[src/logic/sfw_params.svh]
// constants of the supply fault and warning manager: offsets, fields, resets, timing
`ifndef SFW_PARAMS_SVH
`define SFW_PARAMS_SVH

// sizes
`define SFW_NCH       4
`define SFW_NLINE     2
`define SFW_STAT_W    14
`define SFW_CFG_W     10
`define SFW_DAC_W     10

// register offsets, word addressed
`define SFW_A_CTRL    8'h00
`define SFW_A_STATUS  8'h01
`define SFW_A_INT_CLR 8'h02
`define SFW_A_INT_EN  8'h03
`define SFW_A_CHCFG   8'h04
`define SFW_A_DAC     8'h08
`define SFW_A_OVW     8'h0c
`define SFW_A_UVW     8'h10
`define SFW_A_OCW     8'h14
`define SFW_A_BASE_M  8'hfc

// control register fields
`define SFW_CTRL_CLR    0
`define SFW_CTRL_VSHARE 1

// channel config fields
`define SFW_CF_PROP   0
`define SFW_CF_RESP   2
`define SFW_CF_AUX_OV 4
`define SFW_CF_AUX_OC 5
`define SFW_CF_AUX_UC 6
`define SFW_CF_DACPOL 7
`define SFW_CF_DACFS  8
`define SFW_CF_PG     9

// status layout
`define SFW_ST_OV     0
`define SFW_ST_UV     4
`define SFW_ST_OC     8
`define SFW_ST_EXT    12

// reset values
`define SFW_RST_INT_EN 14'h3fff
`define SFW_RST_CFG    10'h000
`define SFW_RST_DAC    10'h000
`define SFW_RST_OVW    16'hffff
`define SFW_RST_UVW    16'h0000
`define SFW_RST_OCW    16'hffff

// timing
`define SFW_CLK_NS     50
`define SFW_DGL_NS     10000
`define SFW_RST_HOLD_NS 2000
`define SFW_DGL_CYC    ((`SFW_DGL_NS + `SFW_CLK_NS - 1) / `SFW_CLK_NS)
`define SFW_RST_CYC    ((`SFW_RST_HOLD_NS + `SFW_CLK_NS - 1) / `SFW_CLK_NS)

`endif

[src/logic/sfw_pkg.sv]
// types of the supply fault and warning manager
package sfw_pkg;
   typedef enum logic {
      SFW_SMP_VOLT = 1'b0,
      SFW_SMP_CURR = 1'b1
   } sfw_smp_e;
   typedef logic [15:0] sfw_word_t;
endpackage

[src/logic/sfw_smp_if.sv]
// telemetry sample carrier between manager and warning comparator
`timescale 1ns/10ps
interface sfw_smp_if;
   logic               valid;
   logic [1:0]         ch;
   sfw_pkg::sfw_smp_e  kind;
   sfw_pkg::sfw_word_t data;
   modport mgr (output valid, output ch, output kind, output data);
   modport cmp (input valid, input ch, input kind, input data);
endinterface

[src/logic/sfw_mgr.sv]
// supply fault and warning manager top: registers, alert, aux fault, fault lines
//
// What this block does
// - output overvoltage, undervoltage and overcurrent warnings are compared on telemetry; no undercurrent warning.
// - any warning sets its status bit and pulls the alert line low.
// - a warning never removes a converter enable; only fault responses do.
// - selected overvoltage, overcurrent or undercurrent faults pull the auxiliary fault line low.
// - the auxiliary fault line is released when a channel is commanded back on.
// - each channel's propagate map chooses which shared fault lines its faulted-off state pulls low.
// - each channel's response map shuts it down while any selected shared fault line is low.
// - a channel shut down by a fault line starts again once that line is released.
// - an outside pull of a shared fault line acts only after a 10 us deglitch.
// - holding the watchdog reset line low for the minimum hold time resets the block.
// - power good is the combined good status of the channels mapped to it.
// - the input-voltage share bit enables shared timebase synchronisation of sequencing.
// - the trim code has two full-scale settings, 1.38 V and 2.65 V, and 1023 steps.
// - clear-faults wipes the status register and releases the alert line.
`timescale 1ns/10ps
`include "sfw_params.svh"
module sfw_mgr (
   input  wire logic        CLK,
   input  wire logic        RESET,
   input  wire logic [7:0]  ADDR,
   input  wire logic [15:0] WDATA,
   input  wire logic        WR,
   input  wire logic        RD,
   output logic      [15:0] RDATA,
   input  wire logic        SAMPLE_VALID,
   input  wire logic [1:0]  SAMPLE_CH,
   input  wire logic        SAMPLE_CURR,
   input  wire logic [15:0] SAMPLE_DATA,
   input  wire logic [3:0]  FAULT_OV,
   input  wire logic [3:0]  FAULT_OC,
   input  wire logic [3:0]  FAULT_UC,
   input  wire logic [3:0]  FAULTED_OFF,
   input  wire logic [3:0]  ON_CMD,
   input  wire logic [3:0]  CONV_EN_REQ,
   input  wire logic [3:0]  CH_GOOD,
   input  wire logic [1:0]  FAULT_LINE_I,
   input  wire logic        WDI_RESET_N,
   output logic      [3:0]  CONV_EN,
   output logic      [3:0]  RESTART,
   output logic      [1:0]  FAULT_LINE_O,
   output logic      [1:0]  FAULT_LINE_OE_N,
   output logic             AUX_O,
   output logic             AUX_OE_N,
   output logic             ALERT_O,
   output logic             ALERT_OE_N,
   output logic             IRQ,
   output logic             PGOOD,
   output logic             SEQ_SYNC_EN,
   output logic      [39:0] TRIM_CODE,
   output logic      [3:0]  TRIM_FS_HI,
   output logic      [3:0]  TRIM_POL
);
   localparam logic [7:0] RST_CYC = 8'(`SFW_RST_CYC);

   logic [7:0]              wd_cnt;
   logic                    wd_rst;
   logic [`SFW_STAT_W-1:0]  status;
   logic [`SFW_STAT_W-1:0]  int_en;
   logic [`SFW_CFG_W-1:0]   chcfg  [4];
   logic [`SFW_DAC_W-1:0]   dac    [4];
   logic [15:0]             thr_ov [4];
   logic [15:0]             thr_uv [4];
   logic [15:0]             thr_oc [4];
   logic [1:0]              dgl_low;
   logic [1:0]              dgl_low_q;
   logic [3:0]              shut_q;
   logic [15:0]             rd_val;
   wire  [3:0]              prop_col [2];
   wire  [3:0]              ov_set;
   wire  [3:0]              uv_set;
   wire  [3:0]              oc_set;
   wire  [3:0]              shut;
   wire  [3:0]              aux_ch;
   wire  [3:0]              pg_miss;
   wire  [3:0]              sel;
   wire  [3:0]              v_pol;
   wire  [3:0]              v_fs;
   wire  [1:0]              prop_drv;

   sfw_smp_if smp ();

   // watchdog reset line held low for the hold time resets everything else
   always_ff @(posedge CLK) begin
      if (RESET) begin
         wd_cnt <= 8'h00;
         wd_rst <= 1'b0;
      end else begin
         wd_cnt <= WDI_RESET_N ? 8'h00 : (wd_cnt == RST_CYC ? wd_cnt : wd_cnt + 8'h01);
         wd_rst <= !WDI_RESET_N && (wd_cnt >= RST_CYC - 8'h01);
      end
   end
   wire sys_rst = RESET | wd_rst;

   // bus decode
   wire wr_ctrl   = WR && (ADDR == `SFW_A_CTRL);
   wire wr_clr    = WR && (ADDR == `SFW_A_INT_CLR);
   wire wr_en     = WR && (ADDR == `SFW_A_INT_EN);
   wire wr_cfg    = WR && ((ADDR & `SFW_A_BASE_M) == `SFW_A_CHCFG);
   wire wr_dac    = WR && ((ADDR & `SFW_A_BASE_M) == `SFW_A_DAC);
   wire wr_ovw    = WR && ((ADDR & `SFW_A_BASE_M) == `SFW_A_OVW);
   wire wr_uvw    = WR && ((ADDR & `SFW_A_BASE_M) == `SFW_A_UVW);
   wire wr_ocw    = WR && ((ADDR & `SFW_A_BASE_M) == `SFW_A_OCW);
   wire clear_all = wr_ctrl && WDATA[`SFW_CTRL_CLR];

   // sample carrier to the comparator
   assign smp.valid = SAMPLE_VALID;
   assign smp.ch    = SAMPLE_CH;
   assign smp.kind  = sfw_pkg::sfw_smp_e'(SAMPLE_CURR);
   assign smp.data  = SAMPLE_DATA;

   sfw_warn u_warn (
      .s      (smp),
      .thr_ov (thr_ov),
      .thr_uv (thr_uv),
      .thr_oc (thr_oc),
      .ov_set (ov_set),
      .uv_set (uv_set),
      .oc_set (oc_set)
   );

   // shared fault line filters
   for (genvar l = 0; l < `SFW_NLINE; l++) begin : g_line
      sfw_dgl u_dgl (
         .clk    (CLK),
         .rst    (sys_rst),
         .line_i (FAULT_LINE_I[l]),
         .low    (dgl_low[l])
      );
      assign prop_drv[l] = |(FAULTED_OFF & prop_col[l]);
   end

   // per-channel maps and register storage
   for (genvar c = 0; c < `SFW_NCH; c++) begin : g_ch
      assign sel[c]         = ADDR[1:0] == 2'(c);
      assign prop_col[0][c] = chcfg[c][`SFW_CF_PROP];
      assign prop_col[1][c] = chcfg[c][`SFW_CF_PROP + 1];
      assign shut[c]        = |(chcfg[c][`SFW_CF_RESP +: 2] & dgl_low);
      assign aux_ch[c]      = (FAULT_OV[c] & chcfg[c][`SFW_CF_AUX_OV])
                            | (FAULT_OC[c] & chcfg[c][`SFW_CF_AUX_OC])
                            | (FAULT_UC[c] & chcfg[c][`SFW_CF_AUX_UC]);
      assign pg_miss[c]     = chcfg[c][`SFW_CF_PG] & ~CH_GOOD[c];
      assign v_pol[c]       = chcfg[c][`SFW_CF_DACPOL];
      assign v_fs[c]        = chcfg[c][`SFW_CF_DACFS];
      always_ff @(posedge CLK) begin
         if (sys_rst) begin
            chcfg[c]  <= `SFW_RST_CFG;
            dac[c]    <= `SFW_RST_DAC;
            thr_ov[c] <= `SFW_RST_OVW;
            thr_uv[c] <= `SFW_RST_UVW;
            thr_oc[c] <= `SFW_RST_OCW;
         end else begin
            if (wr_cfg && sel[c]) chcfg[c] <= WDATA[`SFW_CFG_W-1:0];
            if (wr_dac && sel[c]) dac[c] <= WDATA[`SFW_DAC_W-1:0];
            if (wr_ovw && sel[c]) thr_ov[c] <= WDATA;
            if (wr_uvw && sel[c]) thr_uv[c] <= WDATA;
            if (wr_ocw && sel[c]) thr_oc[c] <= WDATA;
         end
      end
   end

   // sticky events: set beats clear, clear-faults wipes all
   wire [1:0] ext_ev  = dgl_low & ~dgl_low_q;
   wire [`SFW_STAT_W-1:0] set_ev = {ext_ev, oc_set, uv_set, ov_set};
   wire [`SFW_STAT_W-1:0] clr_m  = clear_all ? {`SFW_STAT_W{1'b1}}
                                 : (wr_clr ? WDATA[`SFW_STAT_W-1:0] : {`SFW_STAT_W{1'b0}});
   wire [`SFW_STAT_W-1:0] next_status = (status & ~clr_m) | set_ev;
   wire alert_act = |(status & int_en);
   wire next_aux  = |aux_ch | (!AUX_OE_N && !(|ON_CMD));

   // status, alert, aux and open-drain drive
   always_ff @(posedge CLK) begin
      if (sys_rst) begin
         status          <= {`SFW_STAT_W{1'b0}};
         int_en          <= `SFW_RST_INT_EN;
         SEQ_SYNC_EN     <= 1'b0;
         ALERT_OE_N      <= 1'b1;
         IRQ             <= 1'b0;
         AUX_OE_N        <= 1'b1;
         FAULT_LINE_OE_N <= 2'b11;
      end else begin
         status          <= next_status;
         if (wr_en) int_en <= WDATA[`SFW_STAT_W-1:0];
         if (wr_ctrl) SEQ_SYNC_EN <= WDATA[`SFW_CTRL_VSHARE];
         ALERT_OE_N      <= !alert_act;
         IRQ             <= alert_act;
         AUX_OE_N        <= !next_aux;
         FAULT_LINE_OE_N <= ~prop_drv;
      end
   end

   // open-drain data: the pins only ever pull low
   always_ff @(posedge CLK) begin
      FAULT_LINE_O <= 2'b00;
      AUX_O        <= 1'b0;
      ALERT_O      <= 1'b0;
   end

   // converter enables, restart pulses, power good, trim outputs
   always_ff @(posedge CLK) begin
      if (sys_rst) begin
         dgl_low_q  <= 2'b00;
         shut_q     <= 4'h0;
         CONV_EN    <= 4'h0;
         RESTART    <= 4'h0;
         PGOOD      <= 1'b0;
         TRIM_CODE  <= 40'h0;
         TRIM_FS_HI <= 4'h0;
         TRIM_POL   <= 4'h0;
      end else begin
         dgl_low_q  <= dgl_low;
         shut_q     <= shut;
         CONV_EN    <= CONV_EN_REQ & ~shut;
         RESTART    <= shut_q & ~shut;
         PGOOD      <= !(|pg_miss);
         TRIM_CODE  <= {dac[3], dac[2], dac[1], dac[0]};
         TRIM_FS_HI <= v_fs;
         TRIM_POL   <= v_pol;
      end
   end

   // read mux, unmapped reads zero
   always_comb begin
      rd_val = 16'h0000;
      if (ADDR == `SFW_A_CTRL) begin
         rd_val = {14'h0, SEQ_SYNC_EN, 1'b0};
      end else if (ADDR == `SFW_A_STATUS) begin
         rd_val = {2'h0, status};
      end else if (ADDR == `SFW_A_INT_EN) begin
         rd_val = {2'h0, int_en};
      end else if ((ADDR & `SFW_A_BASE_M) == `SFW_A_CHCFG) begin
         rd_val = {6'h0, chcfg[ADDR[1:0]]};
      end else if ((ADDR & `SFW_A_BASE_M) == `SFW_A_DAC) begin
         rd_val = {6'h0, dac[ADDR[1:0]]};
      end else if ((ADDR & `SFW_A_BASE_M) == `SFW_A_OVW) begin
         rd_val = thr_ov[ADDR[1:0]];
      end else if ((ADDR & `SFW_A_BASE_M) == `SFW_A_UVW) begin
         rd_val = thr_uv[ADDR[1:0]];
      end else if ((ADDR & `SFW_A_BASE_M) == `SFW_A_OCW) begin
         rd_val = thr_oc[ADDR[1:0]];
      end
   end

   // read data stands only in the cycle after the strobe
   always_ff @(posedge CLK) begin
      if (sys_rst) begin
         RDATA <= 16'h0000;
      end else begin
         RDATA <= RD ? rd_val : 16'h0000;
      end
   end

   // checks
   property p_warn_status;
      @(posedge CLK) disable iff (sys_rst)
         (|ov_set) |=> ((status[3:0] & $past(ov_set)) == $past(ov_set));
   endproperty
   a_warn_status: assert property (p_warn_status) else $error("warning bit not set");

   property p_alert_low;
      @(posedge CLK) disable iff (sys_rst) (|(set_ev & int_en) && !wr_en) |=> ##1 !ALERT_OE_N;
   endproperty
   a_alert_low: assert property (p_alert_low) else $error("alert not pulled low");

   property p_clear;
      @(posedge CLK) disable iff (sys_rst)
         (clear_all && !(|set_ev)) |=> (status == 14'h0) ##1 ALERT_OE_N;
   endproperty
   a_clear: assert property (p_clear) else $error("clear faults did not release alert");

   property p_warn_no_off;
      @(posedge CLK) disable iff (sys_rst)
         (CONV_EN_REQ == 4'hf && dgl_low == 2'b00) |=> CONV_EN == 4'hf;
   endproperty
   a_warn_no_off: assert property (p_warn_no_off) else $error("enable dropped without fault");

   property p_aux_set;
      @(posedge CLK) disable iff (sys_rst) (|aux_ch) |=> !AUX_OE_N;
   endproperty
   a_aux_set: assert property (p_aux_set) else $error("aux fault line not pulled");

   property p_aux_rel;
      @(posedge CLK) disable iff (sys_rst) (!AUX_OE_N && (|ON_CMD) && !(|aux_ch)) |=> AUX_OE_N;
   endproperty
   a_aux_rel: assert property (p_aux_rel) else $error("aux fault line not released");

   property p_prop;
      @(posedge CLK) disable iff (sys_rst)
         (FAULTED_OFF[1] && chcfg[1][`SFW_CF_PROP + 1]) |=> !FAULT_LINE_OE_N[1];
   endproperty
   a_prop: assert property (p_prop) else $error("fault line not propagated");

   property p_resp;
      @(posedge CLK) disable iff (sys_rst)
         (dgl_low[0] && chcfg[2][`SFW_CF_RESP]) |=> !CONV_EN[2];
   endproperty
   a_resp: assert property (p_resp) else $error("channel not shut down");

   property p_restart;
      @(posedge CLK) disable iff (sys_rst) (shut_q[2] && !shut[2]) |=> RESTART[2] ##1 !RESTART[2];
   endproperty
   a_restart: assert property (p_restart) else $error("restart pulse wrong");

   property p_pgood;
      @(posedge CLK) disable iff (sys_rst) (CH_GOOD == 4'hf) |=> PGOOD;
   endproperty
   a_pgood: assert property (p_pgood) else $error("power good low with all good");

   property p_wd;
      @(posedge CLK) disable iff (RESET) $rose(wd_rst) |-> !$past(WDI_RESET_N, 2);
   endproperty
   a_wd: assert property (p_wd) else $error("watchdog reset without held line");

   c_aux: cover property (@(posedge CLK) disable iff (sys_rst) $fell(AUX_OE_N));
   c_restart: cover property (@(posedge CLK) disable iff (sys_rst) |RESTART);
   c_clear: cover property (@(posedge CLK) disable iff (sys_rst) clear_all && (|status));
endmodule

[src/logic/sfw_warn.sv]
// warning comparator: telemetry sample against per-channel thresholds
`timescale 1ns/10ps
module sfw_warn (
   sfw_smp_if.cmp             s,
   input  wire logic [15:0]   thr_ov [4],
   input  wire logic [15:0]   thr_uv [4],
   input  wire logic [15:0]   thr_oc [4],
   output wire logic [3:0]    ov_set,
   output wire logic [3:0]    uv_set,
   output wire logic [3:0]    oc_set
);
   wire       is_v = s.valid && (s.kind == sfw_pkg::SFW_SMP_VOLT);
   wire       is_i = s.valid && (s.kind == sfw_pkg::SFW_SMP_CURR);
   wire [3:0] ch_oh = 4'h1 << s.ch;

   // voltage above / below and current above; no current-low warning exists
   assign ov_set = (is_v && s.data > thr_ov[s.ch]) ? ch_oh : 4'h0;
   assign uv_set = (is_v && s.data < thr_uv[s.ch]) ? ch_oh : 4'h0;
   assign oc_set = (is_i && s.data > thr_oc[s.ch]) ? ch_oh : 4'h0;
endmodule

[src/logic/sfw_dgl.sv]
// shared fault line synchroniser and low-level deglitch filter
`timescale 1ns/10ps
`include "sfw_params.svh"
module sfw_dgl (
   input  wire logic clk,
   input  wire logic rst,
   input  wire logic line_i,
   output logic      low
);
   localparam logic [7:0] DGL = 8'(`SFW_DGL_CYC);
   logic       s1;
   logic       s2;
   logic [7:0] cnt;

   // two-flop synchroniser, then count consecutive low samples
   always_ff @(posedge clk) begin
      if (rst) begin
         s1  <= 1'b1;
         s2  <= 1'b1;
         cnt <= 8'h00;
         low <= 1'b0;
      end else begin
         s1  <= line_i;
         s2  <= s1;
         cnt <= s2 ? 8'h00 : (cnt == DGL ? cnt : cnt + 8'h01);
         low <= !s2 && (cnt >= DGL - 8'h01);
      end
   end

   property p_dgl_glitch;
      @(posedge clk) disable iff (rst) s2 |=> (!low)[*8];
   endproperty
   a_dgl_glitch: assert property (p_dgl_glitch) else $error("fault line low passed before deglitch");

   property p_dgl_done;
      @(posedge clk) disable iff (rst) (!s2 && cnt == DGL - 8'h01) |=> low;
   endproperty
   a_dgl_done: assert property (p_dgl_done) else $error("deglitched low missing");
endmodule

[config.mk]
export PLATFORM = sky130hd
export DESIGN_NAME = sfw_mgr
export DESIGN_NICKNAME = d
export VERILOG_FILES = /design/src/logic/sfw_pkg.sv /design/src/logic/sfw_smp_if.sv /design/src/logic/sfw_mgr.sv /design/src/logic/sfw_warn.sv /design/src/logic/sfw_dgl.sv
export VERILOG_INCLUDE_DIRS = /design/src /design/src/logic
export SDC_FILE = /design/constraint.sdc
export NUM_CORES = 1
export LEC_CHECK = 0
export BUFFER_PORTS_ARGS = -buffer_cell sky130_fd_sc_hd__buf_4
export CAP_MARGIN = 0
export CORE_MARGIN = 2
export CORE_UTILIZATION = 60
export DETAILED_ROUTE_END_ITERATION = 12
export PLACE_DENSITY = 0.9
export REMOVE_ABC_BUFFERS = 1
export SLEW_MARGIN = 20
export SYNTH_ARGS = -nofsm -noshare
export SYNTH_HDL_FRONTEND = slang
export SYNTH_SLANG_ARGS = --single-unit
[constraint.sdc]
create_clock -name CLK -period 3.75 [get_ports CLK]
set_clock_uncertainty 0.2 [all_clocks]
set_input_delay 0.375 -clock CLK [delete_from_list [all_inputs] [get_ports CLK]]
set_output_delay 0.375 -clock CLK [all_outputs]
set_load 0.01 [all_outputs]
# == Word-level counts from Yosys, hierarchy flattened ==
# Memory sizes are Yosys's and may differ from the RTL's. A register that Yosys moved wholly into a read port is not among the register bits.
# Index checks and enable logic that the tools add are counted.
# word_totals
ff_bits,296
n_memories,2
out_inout_bits,83
mem_bits_rw,80
# memory_table
name,words,width,rd,rd_ports_with_merged_regs,wr,line,rtl
chcfg,4,10,5,0,4,sfw_mgr.sv:62,logic [`SFW_CFG_W-1:0] chcfg [4];
dac,4,10,5,4,4,sfw_mgr.sv:63,logic [`SFW_DAC_W-1:0] dac [4];
# op_classes
bitwise_logic,58
shifts,1
n_mux,65
n_addsub,3
n_eq_ne,14
order_cmp,8
n_reduce_logical,64
# op_table
op,count
$mux W16,15
$bmux W16 S2,6
$mux W14,6
$mux W10,8
$logic_and A1 B1 Y1,38
$gt A16 B16 Y1,2
$and A14 B14 Y14,2
$mux W1,26
$add A8 B1 Y8 const B,3
$reduce_or A4 Y1,5
$or A1 B1 Y1,18
$and A1 B1 Y1,16
$and A4 B4 Y4,4
$eq A8 B2 Y1 const B,2
$eq A8 B8 Y1 const B,2
$ge A8 B8 Y1 const B,2
$lt A16 B16 Y1,1
$reduce_or A2 Y1,8
$not A14 Y14,1
$or A14 B14 Y14,1
$reduce_or A14 Y1,1
$eq A6 B2 Y1 const B,2
$eq A6 B3 Y1 const B,2
$mux W4,3
19 further kinds,39

# == Longest topological paths before layout ==
# Gate-level depths: netlist (run 1).
# depth
word_depth,12
depth_mapped,10
mapped_depth_nobuf,8

# == Hierarchy ==
# A second synthesis (run 1) with hierarchy kept.
# hier_totals
cells_unflattened,1952
hier_area_um2,19700.1
# by_module_without_submodules
mod,area_per_inst_um2,cells_per_inst,n_inst,seq_area_each_um2
sfw_mgr,16240.6,1599,1,8688.3
sfw_warn,2456.1,247,1,0.0
sfw_dgl,501.7,53,2,220.2

# == Worst setup path before layout (run 1) ==
# OpenSTA, ideal clock, no wires.
# synth_timing
path_kind,input -> register
from,in SAMPLE_CH[0]
to,reg status[10]
setup_ns,0.117
arrival_ns,3.090
t_required_ns,3.433
cell_stages,10
path_slack_ns,0.343
path_cell_list,clkbuf_1 buf_2 mux4_2 inv_1 ha_1 a211o_1 a2111o_1 o32ai_1 a221oi_1 a32o_1
# synth_between
elab_chain_cells,8
elab_cells_between_ends,9
classes_between,1 x order compare; 1 x shift; 4 x mux; 2 x bitwise; 1 x reduce/logical
# synth_lines
element,line,rtl
"start, declared",sfw_mgr.sv:29,"input wire logic [1:0] SAMPLE_CH,"
$not A2 Y3 (implied by the code),sfw_warn.sv:19,assign oc_set = (is_i && s.data > thr_oc[s.ch]) ? ch_oh : 4'h0;
$bmux W16 S2,sfw_warn.sv:19,
$mux W16 (implied by the code) (2 in a row),sfw_warn.sv:19,
$gt A16 B16 Y1,sfw_warn.sv:19,
$logic_and A1 B1 Y1,sfw_warn.sv:19,
$mux W4 (*),sfw_warn.sv:19,
$or A14 B14 Y14 (*),sfw_mgr.sv:169,wire [`SFW_STAT_W-1:0] next_status = (status & ~clr_m) | set_ev;
"end signal, assigned",sfw_mgr.sv:176,status <= {`SFW_STAT_W{1'b0}};
"end signal, assigned",sfw_mgr.sv:184,status <= next_status;
"end, declared",sfw_mgr.sv:60,logic [`SFW_STAT_W-1:0] status;
# Mark *: on every way between the ends. The rest lies on a longest branch, timed or not. The select of a mux whose other input is x is not followed.
# A chain may end at the register's enable or synchronous reset.

==> out/qor.csv, run 1 <==
stage,metric,value,unit
run_status,status,"finished, final reports clean",
critical_path,WP data required,4.04,ns
clocking,TritonCTS clock tree,built,
critical_path,crit path kind,register to register,
grt,vias in the first global route,16450,
finish,Final Util,0.7116,
power,Net Sw Power,2.262,mW
critical_path,maximum net fanout on the critical path,2,
floorplanning,Die W,184.0,um
finish,Reg area,9129,um2
power,switch share,0.2310,
synthesis,post-synthesis register bit count,416,
clocking,TritonCTS Sinks,416,
synthesis,ys flop type,dfxtp_1,
finish,fraction of layout cells with a size suffix above 1,0.1928,
drt,detailed-route DRC error count,0,
drt,Routed Antenna Nets,0,
drt,WL per Instance,23.37,um
clocking,clk root buf,clkbuf_16,
finish,# nets final,2250,
power,internal cell power,7.528,mW
power,Cell Pwr Density,433.7,nW/um2
sta,Max Fclk,320.9,MHz
worst_hold_path,worst hold path depth,3,
sta,Slew HR,0.3185,
power,Comb power frac,0.069,
floorplanning,Die ar.,33860,um2
power,Reg power frac,0.474,
clocking,# resized after CTS,0,
synthesis,syn avg cell area,9.791,um2
placement,I/O Buffers,157,
critical_path,Critical R2R Launch,chcfg[2][5]$_SDFFCE_PN0P_,
finish,area delta synth->final,16.08,%
worst_hold_path,hold crit path type,input pin to register,
clocking,clk buf depth,3,
drt,DRT iter0 DRCs,2455,
floorplanning,core area,31720,um2
grt,initial antenna violation count,2,
finish,Fill cells,2091,
drt,WL final,59.70,mm
clocking,H-tree lvl count,2,
clocking,TritonCTS buffer count,42,
critical_path,r2r setup slk,0.63,ns
floorplanning,Placement Rows,65,
synthesis,sequential area share after synthesis,0.4695,
sta,final worst-path cycle share,0.8311,
synthesis,Ys Warns,0,
sta,Hold WS,0.01640,ns
critical_path,crit end category,register,
sta,Final setup viols,0,
synthesis,Yosys cell types,63,
finish,"commonest non-fill, non-tap cell in the layout",nand2_1,
drt,vias per inst,6.633,
grt,total gr overflow,0,
synthesis,Post-Syn Area,19440,um2
grt,gr usage total,0.3499,
sta,fin crit period,3.116,ns
synthesis,ys async rst share,0,
sta,Least-Margin Pin Slew,1.021,ns
clocking,"Clk Latency, worst-skew pair",0.56,ns
grt,largest net degree at the start of global routing,164,
power,leak pwr,9.282,nW
floorplanning,Die Y-Extent,184.0,um
finish,most frequent cells in the layout,"475 x nand2_1, 336 x dfxtp_1, 197 x buf_4, 171 x nand3_1, 136 x and2_1",
critical_path,RR Endpoint,AUX_OE_N$_SDFF_PP1_,
synthesis,Cells after Synth,1986,
critical_path,Worst Reg-to-Reg Cells,7,
synthesis,number of synthesized flops with an enable pin,80,
sta,endpoints failing hold,0,
critical_path,crit path DAT,3.40,ns
grt,global-route wire length before repair,91.07,mm
drt,DR pass1 iterations,6,
run,Max Cap Viol,0,
sta,RSZ-0062 raised after global routing,no,
critical_path,Worst setup SP type,register,
power,peak supply drop,0.3564,mV
power,Overall Power,9.790,mW
clocking,"Reg clk slew, reported paths",0.07,ns
drt,vias,16950,
floorplanning,Ports,162,
power,clock power share,0.456,
sta,Setup TNS Final,0,ns
placement,post-DP HPWL,38.23,mm
sta,max-slew violation count,0,
finish,multi-input logic area,9417,um2
floorplanning,Initial Util,0.6131,
worst_hold_path,Min-Delay Endpoint,thr_uv[61]$_SDFFE_PP0P_,
placement,Final GP Congestion,0.9810,
worst_hold_path,Hold Startpoint,WDATA[13],
## state kept, by name, indices dropped and copies added, names as in the netlist, 2 cells and up
| signal | count |
|---|---|
| g_line.u_dgl.s1 | 2 |
| dac | 40 |
| int_en | 14 |
| dgl_low_q | 2 |
| TRIM_FS_HI | 4 |
| g_line.u_dgl.s2 | 2 |
| TRIM_CODE | 40 |
| FAULT_LINE_OE_N | 2 |
| thr_uv | 64 |
| thr_ov | 64 |
| g_line.u_dgl.cnt | 16 |
| chcfg | 40 |
| status | 14 |
| g_line.u_dgl.low | 2 |
| wd_cnt | 8 |
| TRIM_POL | 4 |
| RDATA | 16 |
| CONV_EN | 4 |
| thr_oc | 64 |
| shut_q | 4 |
| RESTART | 4 |
## layer usage
metal	track usage	vias to the layer above	wire length [um]
met4	0.2096	4	3939
met1	0.4346	7957	20730
met5	0	-	25
met3	0.09449	323	8293
met2	0.5491	1464	26710
li1	-	7199	-
## power groups by stage
stage	clock, mW	sequential [mW]	combinational [mW]
detailed placement	0	4.74	0.622
CTS	4.45	4.64	0.651
finish	4.47	4.64	0.678
global placement	0	4.74	0.605
global route	4.64	4.65	0.706
floorplan	0	4.74	0.242
## per-stage QoR
step | std cells | area [um2] | worst slack [ns]
after global routing | 2555 | 22570 | 0.5636
final | 2555 | 22570 | 0.6335
after CTS | 2554 | 22570 | 0.7469
after floorplan | 1848 | 18780 | -5.653
after detailed placement | 2450 | 20840 | 0.5328
after global placement | 2450 | 20830 | 0.6387
## layout make-up
type | count | area share
Antenna cell | 1 | 0.0001109
Clock buffer | 56 | 0.05249
Clock inverter | 22 | 0.01264
Inverter | 67 | 0.01114
Multi-Input combinational cell | 1365 | 0.4172
Sequential cell | 416 | 0.4044
Tap cell | 402 | 0.02228
Timing Repair Buffer | 226 | 0.07971
## cell usage after synthesis, types with 13 or more instances
library cell / instances / area (um2)
ha_1: 53 / 663.1
nand2_1: 475 / 1783
dfxtp_1: 336 / 6726
mux4_2: 115 / 2590
a22oi_1: 28 / 210.2
clkbuf_1: 75 / 281.5
nand3_1: 171 / 855.8
and3_1: 19 / 118.9
buf_4: 14 / 105.1
edfxtp_1: 80 / 2402
buf_2: 44 / 220.2
inv_1: 66 / 247.7
a21oi_1: 91 / 455.4
nor3_1: 17 / 85.08
o21ai_0: 33 / 165.2
and2_1: 136 / 850.8
nor2_1: 52 / 195.2
xor2_1: 13 / 113.9
## what timing repair did
action                     in CTS  in global routing
hold endpoints to repair       43                  0
buffers inserted                0                  0
setup endpoints to repair       0                  0
hold buffers                   26                  0
## worst max path at each step
stage | from | to
after floorplan | RESET | chcfg[0][0]$_SDFFCE_PN0P_
after global placement | SAMPLE_CH[0] | status[3]$_SDFF_PP0_
after CTS | chcfg[0][5]$_SDFFCE_PN0P_ | AUX_OE_N$_SDFF_PP1_
after detailed placement | SAMPLE_CH[0] | status[9]$_SDFF_PP0_
after global routing | chcfg[0][5]$_SDFFCE_PN0P_ | AUX_OE_N$_SDFF_PP1_
final | chcfg[2][5]$_SDFFCE_PN0P_ | AUX_OE_N$_SDFF_PP1_
## worst max-delay path, stage by stage (launching register included)
cell           delay, ns
edfxtp_1            0.43
a22o_1              0.22
a221oi_1            0.23
dlygate4sd3_1       0.61
nand3_1             0.08
dlygate4sd3_1       0.58
o21ai_0             0.16
dlygate4sd3_1       0.56
## cell families after synthesis
group / share of synthesized area
buffers and inverters: 0.04755
other: 0.0001929
and+or+nand+nor: 0.2216
muxes: 0.1416
AOI/OAI and AO/OA: 0.07606
DFF: 0.4695
adders and majority gates: 0.03410
xor gates and xnor gates: 0.009459
(Power assumes the default switching activity.)
==> inputs of run 2 (changes only) <==
Settings changed: CORE_UTILIZATION 60 to 54, PLACE_DENSITY 0.9 to 0.86.
Clock period 3.75 ns to 2.66 ns, I/O delays scaled along.
==> run 2 against run 1 <==
  * The flow now finishes with violations (negative setup slack)
  * Final cell count grew 5.6%
  * Critical path depth is 1 higher
  * Setup slack got worse by 0.68 ns
  * Design area is 4.5% higher
  * Via count up 1.0%
  * Utilization shrank 4.7 points
  * Combinational power rose by 53%
  * Global-route usage is 3.1 points lower
  * Sequential power increased by 41%
  * Sequential share of layout area down 1.7 points
  * First-iteration DRC count increased by 12%
  * Clock power grew 49%
  * Critical path type unchanged
==> out/qor.csv, run 2 (synthesis results as in run 1) <==
stage,metric,value,unit
run_status,status,"complete, but fails checks",
run_status,failing checks,negative setup slack,
power,Cell Pwr Density,604.6,nW/um2
clocking,clk buf depth,3,
drt,WL met2,27.53,mm
power,clock power share,0.468,
critical_path,crit end category,register,
worst_hold_path,Hold Startpoint,RD,
sta,Max Fclk,368.9,MHz
drt,WL final,61.01,mm
floorplanning,Die W,193.8,um
placement,post-DP HPWL,40.36,mm
power,Overall Power,14.25,mW
floorplanning,core area,35480,um2
clocking,"Clk Latency, worst-skew pair",0.56,ns
critical_path,biggest cell delay along the critical path,0.48,ns
floorplanning,Ports,162,
critical_path,r2r setup slk,-0.05,ns
finish,fraction of layout cells with a size suffix above 1,0.2228,
floorplanning,Initial Util,0.5480,
sta,fin crit period,2.711,ns
run,Max Cap Viol,0,
finish,area delta synth->final,21.25,%
clocking,TritonCTS clock tree,built,
placement,I/O Buffers,157,
drt,vias,17120,
critical_path,Critical R2R Launch,thr_ov[15]$_SDFFE_PP1P_,
finish,most frequent cells in the layout,"475 x nand2_1, 332 x dfxtp_1, 254 x buf_4, 171 x nand3_1, 136 x and2_1",
power,switch share,0.2285,
clocking,H-tree lvl count,2,
grt,global-route wire length before repair,94.64,mm
finish,design area,23580,um2
grt,gr usage total,0.3187,
critical_path,crit path kind,register to register,
clocking,clk root buf,clkbuf_16,
worst_hold_path,worst hold path depth,3,
finish,Final Util,0.6644,
sta,max-slew violation count,0,
critical_path,RR Endpoint,status[1]$_SDFF_PP0_,
drt,WL per Instance,22.61,um
power,internal cell power,11.00,mW
critical_path,CP startpoint,thr_ov[15]$_SDFFE_PP1P_,
sta,Setup TNS Final,-0.2635,ns
worst_hold_path,hold crit path type,input pin to register,
sta,Hold WS,0.03811,ns
clocking,TritonCTS buffer count,43,
critical_path,CP Cell Sequence,"mux4_2, inv_2, ha_4, a211o_1, a2111o_1, o32ai_2, a21oi_2, a32o_1",
critical_path,crit path DAT,2.95,ns
placement,Final GP Congestion,0.9578,
placement,DP Area,21470,um2
sta,Final setup viols,8,
critical_path,maximum net fanout on the critical path,4,
critical_path,Worst setup SP type,register,
drt,met3 wire length,8.259,mm
critical_path,WP data required,2.89,ns
grt,total gr overflow,0,
drt,DRT iter0 DRCs,2746,
clocking,TritonCTS Sinks,416,
worst_hold_path,Min-Delay Endpoint,RDATA[8]$_SDFF_PP0_,
sta,endpoints failing hold,0,
critical_path,critical path's top delay family,compound AO/OA/AOI/OAI gates,
drt,wire length on met1,22.01,mm
drt,vias per inst,6.346,
finish,# nets final,2333,
grt,largest net degree at the start of global routing,84,
sta,Least-Margin Pin Slew,0.9943,ns
sta,Slew HR,0.3364,
power,Reg power frac,0.459,
floorplanning,Die ar.,37540,um2
drt,uppermost layer routed,met4,
sta,RSZ-0062 raised after global routing,yes,
floorplanning,Placement Rows,69,
grt,vias in the first global route,16920,
clocking,"Reg clk slew, reported paths",0.07,ns
critical_path,Worst Reg-to-Reg Cells,8,
sta,final worst-path cycle share,1.019,
power,leak pwr,9.722,nW
power,peak supply drop,0.5788,mV
drt,DR pass1 iterations,7,
finish,Fill cells,2490,
sta,Final WS setup,-0.05105,ns
finish,Top Registers,"thr_oc x64, thr_ov x64, thr_uv x64",
drt,Routed Antenna Nets,0,
critical_path,Crit-path slowest cell,mux4_2,
finish,"commonest non-fill, non-tap cell in the layout",nand2_1,
power,Net Sw Power,3.258,mW
floorplanning,Die Y-Extent,193.8,um
critical_path,Buffers & Inverters on Critical Path,1,
power,Comb power frac,0.073,
drt,detailed-route DRC error count,0,
grt,initial antenna violation count,3,
[run 2: repair_timing]
item | CTS | global route
pin swaps | 12 | 5
setup endpoints to repair | 12 | 12
resized for setup | 8 | 9
buffers inserted | 2 | 1
hold endpoints to repair | 231 | 0
hold buffers | 43 | 0
[run 2: worst reg2reg max path, cell delays in order (launching register included)]
cell and delay [ns]:
dfxtp_2 0.32, mux4_2 0.48, inv_2 0.08, ha_4 0.19, a211o_1 0.32, a2111o_1 0.32
o32ai_2 0.26, a21oi_2 0.16, a32o_1 0.24
[run 2: worst max-delay path by stage]
stage,end,slack [ns],depth (start not counted)
floorplan,chcfg[0][0]$_SDFFCE_PN0P_,-6.72,2
global placement,status[4]$_SDFF_PP0_,-0.38,12
detailed placement,status[6]$_SDFF_PP0_,-0.57,12
CTS,status[1]$_SDFF_PP0_,-0.03,8
global route,status[9]$_SDFF_PP0_,-0.08,8
finish,status[1]$_SDFF_PP0_,-0.05,8
[run 2: area by class of cell]
class / instances / area, um2 / share of cell area
Antenna cell: 2 / 5.005 / 0.0002123
Clock buffer: 55 / 1224 / 0.05190
Clock inverter: 24 / 355.3 / 0.01507
Inverter: 67 / 251.5 / 0.01067
Multi-Input combinational cell: 1365 / 9478 / 0.4020
Sequential cell: 416 / 9134 / 0.3874
Tap cell: 461 / 576.8 / 0.02447
Timing Repair Buffer: 308 / 2552 / 0.1083
[run 2: layer usage]
layer,global-route usage,vias up
li1,-,7365
met1,0.4167,8160
met4,0.1507,0
met2,0.4980,1342
met3,0.08106,255
met5,0,-
[run 2: metrics by stage]
stage / worst slack [ns] / std cells
6_report: -0.05105 / 2698
5_1_grt: -0.08175 / 2697
4_1_cts: -0.02807 / 2695
3_5_place_dp: -0.5666 / 2572
3_3_place_gp: -0.3802 / 2572
2_1_floorplan: -6.723 / 1848
[run 2: power by group through the flow]
stage / Combinational, mW / Sequential, mW / Clock, mW
after CTS: 1.01 / 6.54 / 6.67
final: 1.04 / 6.55 / 6.66
after global routing: 1.09 / 6.55 / 6.94
after detailed placement: 0.940 / 6.68 / 0
after global placement: 0.918 / 6.68 / 0
after floorplan: 0.342 / 6.69 / 0
